### src/rtl/bsipc_pkg.sv
// Constants and types for the byte-split I/O port sequencer
package bsipc_pkg;

    // System clock period
    localparam int CLK_NS       = 20;

    // CPU clock cycle and its four phases
    localparam int CPU_CYCLE_NS = 333;
    localparam logic [6:0] PHASE_CLKS = 7'(CPU_CYCLE_NS / (4 * CLK_NS));
    localparam logic [6:0] CYC_CLKS   = 7'(4 * (CPU_CYCLE_NS / (4 * CLK_NS)));

    // Address settling before any sampled strobe, rounded up
    localparam int SETTLE_NS    = 100;
    localparam logic [6:0] SETTLE_CLKS =
        7'((SETTLE_NS + CLK_NS - 1) / CLK_NS);

    // Write strobe width, typical figure, rounded down
    localparam int WE_NS        = 666;
    localparam logic [6:0] WE_CLKS = 7'(WE_NS / CLK_NS);
    localparam logic [6:0] WE_END  = 7'(SETTLE_CLKS + WE_CLKS);

    // Bit-I/O clock pulse, longest width, rounded down
    localparam int BITCLK_NS    = 63;
    localparam logic [6:0] BITCLK_CLKS = 7'(BITCLK_NS / CLK_NS);

    // Sequence lengths and event offsets, in system clocks
    localparam logic [6:0] BYTE_CLKS   = 7'(3 * CYC_CLKS);
    localparam logic [6:0] WORD_CLKS   = 7'(6 * CYC_CLKS);
    localparam logic [6:0] BIT_CLKS    = 7'(2 * CYC_CLKS);
    localparam logic [6:0] READ_LO_OFS = 7'(3 * CYC_CLKS - 4);
    localparam logic [6:0] READ_HI_OFS = 7'(5 * CYC_CLKS - 2);
    localparam logic [6:0] PRESENT_OFS = 7'(5 * CYC_CLKS);
    localparam logic [6:0] BITCLK_OFS  = 7'(CYC_CLKS + PHASE_CLKS);
    localparam logic [6:0] BITIN_OFS   = 7'(CYC_CLKS);

    // Address regions by top three bits
    localparam logic [2:0] EXT_BLOCK_REGION = 3'h2;
    localparam logic [2:0] CART_REGION      = 3'h3;
    localparam logic [2:0] MMD_REGION       = 3'h4;
    localparam int         MMD_BLOCKS       = 8;
    localparam logic [2:0] SOUND_IDX        = 3'h1;

    // Read data returned for a refused access
    localparam logic [15:0] REFUSED_DATA = 16'hffff;

    // Width of the synchronised pin group: data byte plus bit input
    localparam int SYNC_W = 9;

    // CPU operations
    typedef enum logic [2:0] {
        OP_READ,
        OP_WRITE_WORD,
        OP_WRITE_BYTE,
        OP_BIT_OUT,
        OP_BIT_IN
    } bsipc_op_t;

    // Sequencer states
    typedef enum logic [2:0] {
        ST_IDLE,
        ST_READ,
        ST_ALU,
        ST_WRITE,
        ST_BIT_OUT,
        ST_BIT_IN
    } bsipc_state_t;

endpackage

### src/rtl/bsipc_sync_if.sv
// Carrier between the sequencer and its pin synchroniser
`timescale 1ns/10ps
interface bsipc_sync_if;
    logic [bsipc_pkg::SYNC_W-1:0] raw;
    logic [bsipc_pkg::SYNC_W-1:0] clean;

    modport user (output raw, input clean);
    modport syncer (input raw, output clean);
endinterface

### src/rtl/bsipc_top.sv
// Byte-split I/O port sequencer: word, byte and bit-I/O bus cycles
`timescale 1ns/10ps
module bsipc_top (
    // Clock and reset
    input  wire logic                 I_SYS_CLK,
    input  wire logic                 I_SYS_RST,
    // CPU request side
    input  wire logic                 I_CPU_REQ,
    input  wire bsipc_pkg::bsipc_op_t I_CPU_OP,
    input  wire logic [15:0]          I_CPU_ADDR,
    input  wire logic [15:0]          I_CPU_WDATA,
    input  wire logic                 I_CPU_BYTE_HIGH,
    input  wire logic                 I_CPU_BIT,
    // CPU answer side
    output logic                      O_CPU_READY,
    output logic                      O_CPU_DONE,
    output logic [15:0]               O_CPU_RDATA,
    output logic                      O_CPU_BIT_IN,
    // Port address and strobes
    output logic [14:0]               O_ADDR,
    output logic                      O_LSB_ADDRESS_OR_BIT_OUT,
    output logic                      O_MEMORY_CYCLE_ENABLE_N,
    output logic                      O_DATA_INPUT_STROBE,
    output logic                      O_WRITE_STROBE_N,
    output logic                      O_BLOCK_ENABLE_N,
    output logic                      O_BIT_IO_CLOCK_N,
    // Mapped device selects
    output logic [7:0]                O_MEMORY_MAPPED_DEVICE_N,
    output logic                      O_SOUND_BLOCK_ENABLE_N,
    // Byte data bus, two-way
    input  wire logic [7:0]           I_DATA,
    output logic [7:0]                O_DATA,
    output logic                      O_DATA_OE,
    // Bit-I/O input pin
    input  wire logic                 I_BIT_IO_INPUT
);
    import bsipc_pkg::*;

    typedef struct packed {
        bsipc_state_t state;
        bsipc_op_t    op;
        logic [6:0]   cnt;
        logic [15:0]  addr;
        logic [15:0]  wdata;
        logic [15:0]  rword;
        logic         byte_high;
        logic         bit_val;
        logic         memory_cycle_enable_n_n;
        logic         data_input_strobe;
        logic         we_n;
        logic         mbe_n;
        logic         bclk_n;
        logic         lsb;
        logic         data_oe;
        logic [7:0]   dout;
        logic [7:0]   mmd_sel_n;
        logic         done;
        logic [15:0]  rdata;
        logic         bit_in;
    } bsipc_st_t;

    localparam bsipc_st_t RESET_ST = '{
        state:     ST_IDLE,
        op:        OP_READ,
        cnt:       7'h00,
        addr:      16'h0000,
        wdata:     16'h0000,
        rword:     16'h0000,
        byte_high: 1'b0,
        bit_val:   1'b0,
        memory_cycle_enable_n_n:   1'b1,
        data_input_strobe:      1'b0,
        we_n:      1'b1,
        mbe_n:     1'b1,
        bclk_n:    1'b1,
        lsb:       1'b0,
        data_oe:   1'b0,
        dout:      8'h00,
        mmd_sel_n: 8'hff,
        done:      1'b0,
        rdata:     16'h0000,
        bit_in:    1'b0
    };

    bsipc_st_t            q;
    bsipc_st_t            d;
    logic [MMD_BLOCKS-1:0] blk_hit;
    logic [7:0]           bus_clean;
    logic                 bit_clean;

    // Pin synchroniser for data bus and bit input
    bsipc_sync_if sif ();
    assign sif.raw = {I_BIT_IO_INPUT, I_DATA};
    assign bus_clean = sif.clean[7:0];
    assign bit_clean = sif.clean[8];

    bsipc_pin_sync u_sync (
        .i_clk (I_SYS_CLK),
        .i_rst (I_SYS_RST),
        .sif   (sif)
    );

    // 1K block decode inside mapped device space, mirrors kept
    genvar gi;
    generate
        for (gi = 0; gi < MMD_BLOCKS; gi = gi + 1) begin : g_blk
            assign blk_hit[gi] = (q.addr[15:13] == MMD_REGION) &&
                                 (q.addr[12:10] == 3'(gi));
        end
    endgenerate

    // Sequencer next state
    always_comb begin
        logic [6:0] nxt;
        logic [6:0] bo;
        logic       first;
        nxt   = 7'h00;
        bo    = 7'h00;
        first = 1'b0;
        d     = q;
        nxt   = q.cnt + 7'h01;
        first = (nxt < BYTE_CLKS);
        bo    = first ? nxt : 7'(nxt - BYTE_CLKS);
        // Idle pin levels unless a state drives them
        d.done      = 1'b0;
        d.memory_cycle_enable_n_n   = 1'b1;
        d.data_input_strobe      = 1'b0;
        d.we_n      = 1'b1;
        d.mbe_n     = 1'b1;
        d.bclk_n    = 1'b1;
        d.data_oe   = 1'b0;
        d.mmd_sel_n = 8'hff;
        case (q.state)
            ST_IDLE: begin
                if (I_CPU_REQ) begin
                    d.addr      = I_CPU_ADDR;
                    d.op        = I_CPU_OP;
                    d.wdata     = I_CPU_WDATA;
                    d.byte_high = I_CPU_BYTE_HIGH;
                    d.bit_val   = I_CPU_BIT;
                    d.cnt       = 7'h00;
                    case (I_CPU_OP)
                        OP_READ, OP_WRITE_WORD, OP_WRITE_BYTE: begin
                            if (I_CPU_ADDR[15:13] == CART_REGION) begin
                                // Cartridge space refused at once
                                d.done  = 1'b1;
                                d.rdata = REFUSED_DATA;
                            end else begin
                                // Every access opens with a read
                                d.state   = ST_READ;
                                d.memory_cycle_enable_n_n = 1'b0;
                                d.data_input_strobe    = 1'b1;
                                d.lsb     = 1'b1;
                            end
                        end
                        OP_BIT_OUT: begin
                            d.state = ST_BIT_OUT;
                            d.lsb   = I_CPU_BIT;
                        end
                        OP_BIT_IN: begin
                            d.state = ST_BIT_IN;
                        end
                        default: begin
                            d.state = ST_IDLE;
                        end
                    endcase
                end
            end
            ST_READ: begin
                d.cnt = nxt;
                if (nxt < WORD_CLKS) begin
                    d.memory_cycle_enable_n_n   = 1'b0;
                    d.data_input_strobe      = 1'b1;
                    d.lsb       = first;
                    d.mmd_sel_n = ~blk_hit;
                    // Held low across both bytes once settled
                    d.mbe_n = !((q.addr[15:13] == EXT_BLOCK_REGION) &&
                                (nxt >= SETTLE_CLKS));
                end
                // Each byte spans three cycles with its wait state
                if (q.cnt == READ_LO_OFS) begin
                    d.rword[7:0] = bus_clean;
                end
                if (q.cnt == READ_HI_OFS) begin
                    d.rword[15:8] = bus_clean;
                end
                if (q.cnt == 7'(PRESENT_OFS - 7'h01)) begin
                    d.rdata = q.rword;
                    d.done  = (q.op == OP_READ);
                end
                if (q.cnt == 7'(WORD_CLKS - 7'h01)) begin
                    d.cnt = 7'h00;
                    if (q.op == OP_READ) begin
                        d.state = ST_IDLE;
                    end else begin
                        d.state = ST_ALU;
                        if (q.op == OP_WRITE_BYTE) begin
                            // Keep the untouched byte of the read word
                            d.wdata = q.byte_high ?
                                {q.wdata[15:8], q.rword[7:0]} :
                                {q.rword[15:8], q.wdata[7:0]};
                        end
                    end
                end
            end
            ST_ALU: begin
                d.cnt = nxt;
                if (q.cnt == 7'(CYC_CLKS - 7'h01)) begin
                    d.cnt     = 7'h00;
                    d.state   = ST_WRITE;
                    d.memory_cycle_enable_n_n = 1'b0;
                    d.lsb     = 1'b1;
                    d.data_oe = 1'b1;
                    d.dout    = q.wdata[7:0];
                end
            end
            ST_WRITE: begin
                d.cnt = nxt;
                if (nxt < WORD_CLKS) begin
                    // Two identical byte writes
                    d.memory_cycle_enable_n_n   = 1'b0;
                    d.data_oe   = 1'b1;
                    d.lsb       = first;
                    d.dout      = first ? q.wdata[7:0] : q.wdata[15:8];
                    d.mmd_sel_n = ~blk_hit;
                    d.we_n  = !((bo >= SETTLE_CLKS) &&
                                (bo < WE_END));
                    d.mbe_n = !((q.addr[15:13] == EXT_BLOCK_REGION) &&
                                (nxt >= SETTLE_CLKS));
                end
                if (q.cnt == 7'(WORD_CLKS - 7'h01)) begin
                    d.cnt   = 7'h00;
                    d.state = ST_IDLE;
                    d.done  = 1'b1;
                end
            end
            ST_BIT_OUT: begin
                d.cnt = nxt;
                d.lsb = q.bit_val;
                // Short clock after settling, in the second phase of cycle two
                d.bclk_n = !((nxt >= BITCLK_OFS) &&
                    (nxt < 7'(BITCLK_OFS + BITCLK_CLKS)));
                if (q.cnt == 7'(BIT_CLKS - 7'h01)) begin
                    d.cnt   = 7'h00;
                    d.state = ST_IDLE;
                    d.done  = 1'b1;
                end
            end
            ST_BIT_IN: begin
                d.cnt = nxt;
                if (q.cnt == BITIN_OFS) begin
                    d.bit_in = bit_clean;
                end
                if (q.cnt == 7'(BIT_CLKS - 7'h01)) begin
                    d.cnt   = 7'h00;
                    d.state = ST_IDLE;
                    d.done  = 1'b1;
                end
            end
            default: begin
                d = RESET_ST;
            end
        endcase
    end

    // State register
    always_ff @(posedge I_SYS_CLK) begin
        if (I_SYS_RST) begin
            q <= RESET_ST;
        end else begin
            q <= d;
        end
    end

    // CPU side
    assign O_CPU_READY  = (q.state == ST_IDLE);
    assign O_CPU_DONE   = q.done;
    assign O_CPU_RDATA  = q.rdata;
    assign O_CPU_BIT_IN = q.bit_in;

    // Port pins, bit address on lines 0..14
    assign O_ADDR                   = q.addr[15:1];
    assign O_LSB_ADDRESS_OR_BIT_OUT = q.lsb;
    assign O_MEMORY_CYCLE_ENABLE_N  = q.memory_cycle_enable_n_n;
    assign O_DATA_INPUT_STROBE      = q.data_input_strobe;
    assign O_WRITE_STROBE_N         = q.we_n;
    assign O_BLOCK_ENABLE_N         = q.mbe_n;
    assign O_BIT_IO_CLOCK_N         = q.bclk_n;
    assign O_MEMORY_MAPPED_DEVICE_N = q.mmd_sel_n;
    assign O_SOUND_BLOCK_ENABLE_N   = q.mmd_sel_n[SOUND_IDX];
    assign O_DATA                   = q.dout;
    assign O_DATA_OE                = q.data_oe;

endmodule

### src/rtl/bsipc_pin_sync.sv
// Three-stage synchroniser with agreement filter for pin inputs
`timescale 1ns/10ps
module bsipc_pin_sync (
    // Clock and reset
    input  wire logic        i_clk,
    input  wire logic        i_rst,
    // Pin group
    bsipc_sync_if.syncer     sif
);
    import bsipc_pkg::*;

    typedef struct packed {
        logic [SYNC_W-1:0] s1;
        logic [SYNC_W-1:0] s2;
        logic [SYNC_W-1:0] s3;
        logic [SYNC_W-1:0] clean;
    } bsipc_sync_st_t;

    bsipc_sync_st_t    q;
    bsipc_sync_st_t    d;
    logic [SYNC_W-1:0] clean_d;

    // A change counts once stages two and three agree
    genvar gi;
    generate
        for (gi = 0; gi < SYNC_W; gi = gi + 1) begin : g_bit
            assign clean_d[gi] = (q.s2[gi] == q.s3[gi]) ? q.s2[gi]
                                                          : q.clean[gi];
        end
    endgenerate

    // Next state
    always_comb begin
        d       = q;
        d.s1    = sif.raw;
        d.s2    = q.s1;
        d.s3    = q.s2;
        d.clean = clean_d;
    end

    // State register
    always_ff @(posedge i_clk) begin
        if (i_rst) begin
            q <= '0;
        end else begin
            q <= d;
        end
    end

    assign sif.clean = q.clean;

endmodule

### config.mk
export PLATFORM = sky130hd
export DESIGN_NAME = bsipc_top
export DESIGN_NICKNAME = d
export VERILOG_FILES = /design/src/rtl/bsipc_pkg.sv /design/src/rtl/bsipc_sync_if.sv /design/src/rtl/bsipc_top.sv /design/src/rtl/bsipc_pin_sync.sv
export SDC_FILE = /design/constraint.sdc
export NUM_CORES = 1
export LEC_CHECK = 0
export BUFFER_PORTS_ARGS = -buffer_cell sky130_fd_sc_hd__buf_4
export CORE_ASPECT_RATIO = 0.5
export CORE_MARGIN = 5
export CORE_UTILIZATION = 28
export DETAILED_ROUTE_END_ITERATION = 7
export PLACE_DENSITY = 0.44
export REMOVE_ABC_BUFFERS = 1
export SETUP_SLACK_MARGIN = 0.3
export SYNTH_ARGS = -nofsm -noshare
export SYNTH_HDL_FRONTEND = slang
export SYNTH_SLANG_ARGS = --single-unit
### constraint.sdc
create_clock -name I_SYS_CLK -period 4.3 [get_ports I_SYS_CLK]
set_input_delay 0.645 -clock I_SYS_CLK [delete_from_list [all_inputs] [get_ports I_SYS_CLK]]
set_output_delay 0.645 -clock I_SYS_CLK [all_outputs]
set_load 0.05 [all_outputs]
# Yosys cells after proc, flatten, opt, wreduce, memory -nomap -nowiden
# Cells that the tools add are included.
# Widths: inputs -> output; s select.
[totals]
ff_bits = 140
inputBits = 49
out_inout_bits = 58
[classes]
n_addsub = 2
order_cmp = 7
eq_ne = 55
n_mux = 57
bitwise_logic = 10
reduce_logical = 38
[op_table]
columns = ["cell", "count"]
rows = [
  ["$pmux 16 s3", 2],
  ["$mux 17", 4],
  ["$mux 16", 4],
  ["$pmux 16 s2", 2],
  ["$mux 45", 1],
  ["$mux 8", 4],
  ["$mux 7", 4],
  ["$ne 2x2->1 const B", 14],
  ["$pmux 7 s4", 1],
  ["$eq 3x2->1 const B", 9],
  ["$pmux 9 s3", 1],
  ["$eq 3x3->1 const B", 8],
  ["$eq 7x7->1 const B", 3],
  ["$mux 18", 1],
  ["$reduce_and 6->1", 3],
  ["$pmux 8 s2", 1],
  ["$mux 3", 5],
  ["$pmux 3 s5", 1],
  ["$reduce_or 5->1", 3],
  ["$eq 7x5->1 const B", 2],
  ["$ge 7x3->1 const B", 2],
  ["$lt 7x6->1 const B", 2],
  ["$logic_not 3->1", 4],
  ["$logic_and 1x1->1", 11],
  ["other kinds (32)", 77],
]

# Longest topological paths before layout
# Gate-level depths: netlist (run 1).
[logic_depth]
depth_word = 6
depth_mapped = 11
ltp_nobuf = 9

# Modules after synthesis
# Synthesis (run 1) repeated with hierarchy kept, for this count alone.
[hier_totals]
hier_cells = 732
hier_area_um2 = 6226.0
[by_module_without_submodules]
columns = ["mod", "instances", "cells_each", "area_each_um2", "seq_area_each_um2"]
rows = [
  ["bsipc_top", 1, 630, 5096.1, 2062.0],
  ["bsipc_pin_sync", 1, 102, 1129.8, 720.7],
]

# Worst setup path after synthesis (run 1)
# No wires, ideal clock.
[synth_timing]
kind = "register to output"
from = "register q[102] (netlist bit)"
to = "output port O_CPU_READY"
arrival_ns = 1.649
required_ns = 3.655
slack_ns = 2.006
path_stages_with_launch = 6
n_path_buf = 3
path_cell_list = "dfxtp_1 -> clkbuf_1 -> or3_1 -> clkbuf_1 -> clkinv_1 -> clkbuf_1"
[synth_between]
elab_chain_len = 1
[synth_lines]
columns = ["element", "line", "source"]
rows = [
  ["start: declaration", "bsipc_top.sv:85", "bsipc_st_t q;"],
  ["start signal: assignment", "bsipc_top.sv:269", "q <= RESET_ST;"],
  ["start signal: assignment", "bsipc_top.sv:271", "q <= d;"],
  ["$logic_not 3->1", "bsipc_top.sv:276", "assign O_CPU_READY = (q.state == ST_IDLE);"],
  ["end: declaration", "bsipc_top.sv:15", "output logic O_CPU_READY,"],
]
# Every way passes these cells.

# Final worst setup path (run 1)
[layout_timing]
from = "register q[91] (netlist bit)"
to = "register q (netlist bit O_WRITE_STROBE_N)"
[layout_between]
elab_chain_len = 6
word_cells_on_any_way = 11
[layout_lines]
columns = ["element", "line", "source"]
rows = [
  ["$add 7x1->7 *", "bsipc_top.sv:121", "nxt = q.cnt + 7'h01;"],
  ["$sub 7x6->7 / $lt 7x6->1 (equally long branches)", "bsipc_top.sv:123, bsipc_top.sv:122", ""],
  ["$mux 7", "bsipc_top.sv:123", "bo = first ? nxt : 7'(nxt - BYTE_CLKS);"],
  ["$ge 7x3->1 / $lt 7x6->1 (equally long branches)", "bsipc_top.sv:226, bsipc_top.sv:227", ""],
  ["$logic_and 1x1->1", "bsipc_top.sv:226", "d.we_n = !((bo >= SETTLE_CLKS) &&"],
  ["$logic_not 1->1", "bsipc_top.sv:226", ""],
]
# Mark *: on every way between the ends. The rest lies on a longest branch, timed or not.
# A chain may end at the register's enable or synchronous reset.

==> results of run 1 <==
## worst max-delay path, stage by stage, from the launching register on
cell       delay [ps]
dfxtp_1           530
ha_1              620
and3_1            490
xnor2_1           200
ha_1              280
o21a_1            200
o221ai_1          160
a21oi_1            60
a2111oi_0         500
nand3_1           140
## power groups by stage
stage	Sequential [mW]	Combinational [mW]	Clock, mW
finish	1.45	0.657	1.62
global route	1.47	0.726	1.72
CTS	1.45	0.663	1.67
detailed placement	1.48	0.661	0
global placement	1.48	0.656	0
floorplan	1.55	0.323	0
## cell usage in the layout (no fill, tap or decap), types with 3 or more instances in the layout
cell / count
or3_1: 3
nor4b_1: 3
nand4_1: 5
a311oi_1: 4
nand2_1: 47
inv_8: 3
nand3_1: 20
dfxtp_1: 139
a211oi_1: 7
inv_1: 10
and3_1: 4
clkbuf_16: 17
ha_1: 6
o31ai_1: 3
and2_1: 4
xnor2_1: 3
o21ai_0: 35
bufinv_16: 4
a22oi_1: 23
a31oi_1: 3
nor3_1: 19
buf_4: 114
o22ai_1: 8
nand2b_1: 12
a21oi_1: 52
a221o_1: 8
nor3b_1: 11
nor2b_1: 32
a221oi_1: 26
nor2_1: 115
mux2i_1: 3
## layer usage
layer,global-route usage [%],up-vias,routed length [microns]
met5,0,-,0
met4,5.179,0,276
met3,3.440,19,615
met2,23.03,104,8476
met1,19.63,2634,9097
li1,-,2694,-
## metrics by stage
| stage | power [mW] | hold WS [ps] |
|---|---|---|
| 2_1_floorplan | 1.872 | 413.8 |
| 4_1_cts | 3.786 | 401.6 |
| 6_report | 3.731 | 424.4 |
| 5_1_grt | 3.910 | 414.7 |
| 3_5_place_dp | 2.142 | 424.2 |
| 3_3_place_gp | 2.134 | 416.7 |
## synthesized netlist by cell type, types with 3 or more instances
| master | count | area (sq um) |
|---|---|---|
| a211oi_1 | 7 | 52.55 |
| a21oi_1 | 52 | 260.3 |
| a221o_1 | 8 | 80.08 |
| a221oi_1 | 26 | 227.7 |
| a22oi_1 | 23 | 172.7 |
| a311oi_1 | 4 | 35.03 |
| a31oi_1 | 3 | 18.77 |
| and2_1 | 4 | 25.02 |
| and3_1 | 4 | 25.02 |
| buf_2 | 19 | 95.09 |
| buf_4 | 48 | 360.4 |
| clkbuf_1 | 30 | 112.6 |
| dfxtp_1 | 139 | 2783 |
| ha_1 | 6 | 75.07 |
| inv_1 | 10 | 37.54 |
| mux2i_1 | 3 | 30.03 |
| nand2_1 | 47 | 176.4 |
| nand2b_1 | 12 | 75.07 |
| nand3_1 | 20 | 100.1 |
| nand4_1 | 5 | 31.28 |
| nor2_1 | 115 | 431.7 |
| nor2b_1 | 32 | 200.2 |
| nor3_1 | 19 | 95.09 |
| nor3b_1 | 11 | 82.58 |
| nor4b_1 | 3 | 26.28 |
| o21ai_0 | 35 | 175.2 |
| o22ai_1 | 8 | 50.05 |
| o31ai_1 | 3 | 22.52 |
| or3_1 | 3 | 18.77 |
| xnor2_1 | 3 | 26.28 |
## logic make-up after synthesis
group                      count (synthesis)
muxes                                      3
and+or+nand+nor                          290
DFF                                      139
AOI/OAI and AO/OA                        194
adders and majority gates                  6
buffers and inverters                    110
xor gates and xnor gates                   5
## sequential cells by signal, indices dropped and copies added (netlist names), 8 cells and up
register,flops
O_DATA,8
u_sync.d,18
O_CPU_RDATA,16
O_ADDR,15
u_sync.q,9
u_sync.sif.clean,9
q,47
O_MEMORY_MAPPED_DEVICE_N,8
## final timing paths
check | start | end
worst min-delay path | I_DATA[4] | u_sync.d[22]
worst max register to register | q[91] | O_WRITE_STROBE_N
worst max-delay path | q[91] | O_WRITE_STROBE_N
worst min register to register | u_sync.d[21] | u_sync.d[12]
## area by class of cell
| type | instances | share of cell area [%] |
|---|---|---|
| clock buffers | 18 | 5.729 |
| clock inverters | 14 | 2.726 |
| inverters | 12 | 0.5876 |
| multi-input cells | 498 | 38.34 |
| flip-flops and latches | 139 | 36.30 |
| well taps | 300 | 4.896 |
| repair buffers | 115 | 11.42 |
==> summary.txt, run 1 <==
core area = 0.02197 sq mm
fin area = 0.007666 sq mm
cts bufs inserted = 17
clock sinks = 139
Sequential Power Share = 38.9%
min Tclk post-route = 3337 ps
initial antenna violation count = 0
Syn Area/Cell = 8.485 sq um
maximum vdd ir drop = 184.5 uV
final slew viol count = 0
cells after synthesis = 747
post_cts resized = 0
crit path kind = reg -> reg
sequential fraction of the synthesis area = 43.90%
proportion of synthesized area in mux cells = 0.4737%
CTS Hold Bufs = 0
RSZ-0062 raised after global routing = no
Die Span Y = 116.4 microns
final core area utilization = 34.90%
critical path fanouts, max = 18
final WL = 18470 microns
Compound-Gate Fraction of Synth Area = 21.40%
Worst Hold Depth = 2
Yosys warning total = 0
clock slew at reported path FFs = 60 ps
Primary FF master, synth = dfxtp_1
first-pass iteration count of the detailed router = 5
clock tree from TritonCTS = yes
Reg2Reg Setup Slack = 960 ps
CTS max path bufs = 2
io pins = 107
clock share of power = 43.5%
DP Area = 0.007018 sq mm
period utilization = 77.61%
Post-layout nets = 838
Comb pwr share = 17.6%
Root Driver = clkbuf_16
Fill cells = 2333
Leakage = 2.896 nW
placed cells = 1064
htree depth = 4
status = completed
Avg WL per Cell = 16.85 microns
postcts setup bufs = 0
DRC viols = 0
routed vias = 5451
clock skew = 10.73 ps
actual slew at the worst max-slew pin = 958.1 ps
number of global-route vias before repair = 5221
Worst-Skew Late Latency = 430 ps
Fmax = 299.7 MHz
internal power = 2.601 mW
Final Non-Filler Cells = 1096
full die area = 0.02593 sq mm
global route total overflow = 0
PnR worst setup slack = 962.9 ps
first-pass GRT wire length = 29610 microns
flops & latches, synth = 139
DRT antenna net count = 0
Synth Area in XOR/XNOR = 0.6909%
largest family of logic cells by synthesized area = simple AND/OR/NAND/NOR gates
critical path data arrival time = 3610 ps
worst reg-to-reg path cell count = 9
layout cells sized above 1 = 20.60%
initial core utilization = 28.86%
footprint of the multi-input gates = 0.002939 sq mm
Worst Path Required = 4570 ps
Setup crit start kind = register
number of enable flip-flop cells after synthesis = 0
gr usage total = 14.53%
Synth cell types = 67
Net Sw Power = 1.130 mW
largest net degree at the start of global routing = 115
# diodes = 0
GP Congestion = 0.8556
Synth Area in Adders = 1.184%
final hold vios = 0
DP HPWL = 12360 microns
area grow syn2layout = 20.94%
Cell Area, Synth = 0.006339 sq mm
Seq. cell area = 0.002783 sq mm
Setup WS pre-CTS = 1024 ps
Setup TNS Final = 0 ps
drt initial violations = 360
sw frac = 30.28%
Post-Synth Simple-Gate Area = 22.50%
endpoints failing setup = 0
Die X = 222.8 microns
max cap viols = 0
I/O Buffers = 105
pwr dens = 486.7 mW/mm^2
row count = 38
CP Capture Type = register
DR vias/cell = 4.974
worst hold-check path type = in -> reg
Rel. slew slack = 35.43%
Async SR Flop Fraction = 0%
Power figures use the tool's default switching activity.
==> run 2, diff against run 1 <==
==> constraint.sdc (replaced) <==
create_clock -name I_SYS_CLK -period 3.4 [get_ports I_SYS_CLK]
set_input_delay 0.51 -clock I_SYS_CLK [delete_from_list [all_inputs] [get_ports I_SYS_CLK]]
set_output_delay 0.51 -clock I_SYS_CLK [all_outputs]
set_load 0.05 [all_outputs]
==> run 2 against run 1 <==
Effect of this change: via count increased by 0.31%; largest cell class unchanged; flip-flop and latch count unchanged; hold slack got worse by 140 ps; critical path type is now reg -> out; register-to-register slack got worse by 330 ps; largest power group unchanged.
==> summary.txt, run 2 (synthesis gave the netlist of run 1 again) <==
status = completed
DP HPWL = 12610 microns (+2.0%)
clock share of power = 42.2% (-1.3 points)
Leakage = 2.935 nW (+1.3%)
CP Capture Type = primary output
cts bufs inserted = 17 (unchanged)
clock sinks = 139 (unchanged)
largest reg by FF count = q
layout cells sized above 1 = 21.46% (+0.86 points)
worst-path cell chain = buf_4, or3_1, clkinv_1, buf_4
DRC viols = 0 (unchanged)
footprint of the multi-input gates = 0.002932 sq mm (-0.26%)
Avg WL per Cell = 16.83 microns (about the same)
RSZ-0062 raised after global routing = no
endpoints failing setup = 0 (unchanged)
most used cell, CP = buf_4
sw frac = 30.91% (+0.63 points)
critical path fanouts, max = 15 (-3)
routed vias = 5468 (+0.31%)
DR vias/cell = 4.944 (-0.60%)
period utilization = 82.03%
# diodes = 0 (unchanged)
I/O Buffers = 105 (unchanged)
Comb pwr share = 18.3% (+0.7 points)
Worst-Skew Late Latency = 430 ps (about the same)
io pins = 107 (unchanged)
Rel. slew slack = 23.62% (-12 points)
pwr dens = 599.4 mW/mm^2 (+23%)
clock skew = 9.647 ps (-1.083 ps)
worst hold-check path type = in -> reg
first-pass GRT wire length = 29640 microns (about the same)
final WL = 18620 microns (+0.82%)
Setup WS pre-CTS = 629.3 ps (-395.1 ps)
initial antenna violation count = 0 (unchanged)
number of global-route vias before repair = 5271 (+0.96%)
Root Driver = clkbuf_16
initial core utilization = 28.86% (unchanged)
Worst Path Required = 2890 ps (-1680 ps)
Final Non-Filler Cells = 1106 (+0.91%)
drt initial violations = 367 (+1.9%)
Setup crit start kind = register
max cap viols = 0 (unchanged)
final slew viol count = 0 (unchanged)
row count = 38 (unchanged)
final hold vios = 0 (unchanged)
Fill cells = 2320 (-0.56%)
placed cells = 1075 (+1.0%)
min Tclk post-route = 2789 ps
Die X = 222.8 microns (unchanged)
area grow syn2layout = 21.54%
critical path's largest stage delay = 670 ps (+50 ps)
Reg2Reg Setup Slack = 630 ps (-330 ps)
crit path kind = reg -> out
global route total overflow = 0 (unchanged)
clock slew at reported path FFs = 70 ps (about the same)
first-pass iteration count of the detailed router = 5 (unchanged)
CTS Hold Bufs = 0 (unchanged)
Setup TNS Final = 0 ps (unchanged)
Crit-path slowest cell = dfxtp_1
commonest non-fill, non-tap cell in the layout = dfxtp_1
postcts setup bufs = 0 (unchanged)
post_cts resized = 0 (unchanged)
clock tree from TritonCTS = yes
largest net degree at the start of global routing = 113 (-1.7%)
max FFs per register = 47 (unchanged)
htree depth = 4 (unchanged)
internal power = 3.190 mW (+23%)
maximum vdd ir drop = 249.2 uV (+35%)
CTS max path bufs = 2 (unchanged)
gr usage total = 14.48% (-0.049 points)
critical path data arrival time = 2280 ps (-1330 ps)
full die area = 0.02593 sq mm (unchanged)
PnR worst setup slack = 611.0 ps (-351.9 ps)
core area = 0.02197 sq mm (unchanged)
most frequent cells in the layout = 139 x dfxtp_1, 125 x buf_4, 115 x nor2_1, 52 x a21oi_1, 47 x nand2_1
Post-layout nets = 849 (+1.3%)
Sequential Power Share = 39.5% (+0.6 points)
Net Sw Power = 1.427 mW (+26%)
DRT antenna net count = 0 (unchanged)
actual slew at the worst max-slew pin = 1133 ps (+175.2 ps)
GP Congestion = 0.8395 (-1.9%)
Seq. cell area = 0.002783 sq mm (unchanged)
Fmax = 358.6 MHz
Die Span Y = 116.4 microns (unchanged)
-- run 2: cell types whose count changed in the layout (fill, tap and decap cells not counted) --
cell | before | now
buf_4 | 114 | 125
bufinv_16 | 4 | 3
a41oi_2 | 1 | 0
inv_8 | 3 | 2
a41oi_1 | 1 | 2
clkinv_4 | 2 | 3
inv_6 | 2 | 3
clkbuf_8 | 1 | 0
-- run 2: power by group through the flow --
stage,clock [mW],sequential [mW],combinational (mW)
global placement,0,1.86,0.851
global route,2.07,1.84,0.934
CTS,2.01,1.82,0.856
finish,1.95,1.82,0.846
detailed placement,0,1.86,0.853
floorplan,0,1.96,0.408
-- run 2: path summary, 6_finish.rpt --
kind,from,end,cells past startpoint
setup reg to reg,q[91],O_WRITE_STROBE_N,9
setup / recovery,q[101],O_CPU_READY,4
hold reg to reg,u_sync.d[18],u_sync.d[9],1
hold / removal,I_DATA[4],u_sync.d[22],2
-- run 2: area by class of cell --
type                    instances  share of cell area (%)
inverters                      12                  0.5847
multi-input cells             498                   38.05
well taps                     300                   4.873
clock inverters                14                   2.404
repair buffers                126                   12.44
flip-flops and latches        139                   36.12
clock buffers                  17                   5.522
-- run 2: worst max-delay path: cells and delay by family, from the launching register on --
family / cells / cell delay, ps
buf+inv: 3 / 940
simple gates: 1 / 240
flops: 1 / 670
-- run 2: metal layers --
metal / part of all wire, % / wire length, microns / global-route usage, % / vias up
li1: - / - / - / 2713
met1: 50 / 9282 / 19.84 / 2619
met2: 45 / 8321 / 22.58 / 116
met3: 3.9 / 720 / 3.390 / 20
met4: 1.6 / 294 / 5.179 / 0
met5: 0 / 0 / 0 / -
-- run 2: stage by stage --
step | util (%) | hold WS [ps] | instance area, sq um | power [mW]
after floorplan | - | 413.8 | 5759 | 2.368
after global placement | 32.29 | 417.1 | 7093 | 2.709
after detailed placement | 32.29 | 420.4 | 7093 | 2.713
after CTS | 35.07 | 263.6 | 7704 | 4.686
after global routing | 35.07 | 280.3 | 7704 | 4.849
final | 35.07 | 281.7 | 7704 | 4.618
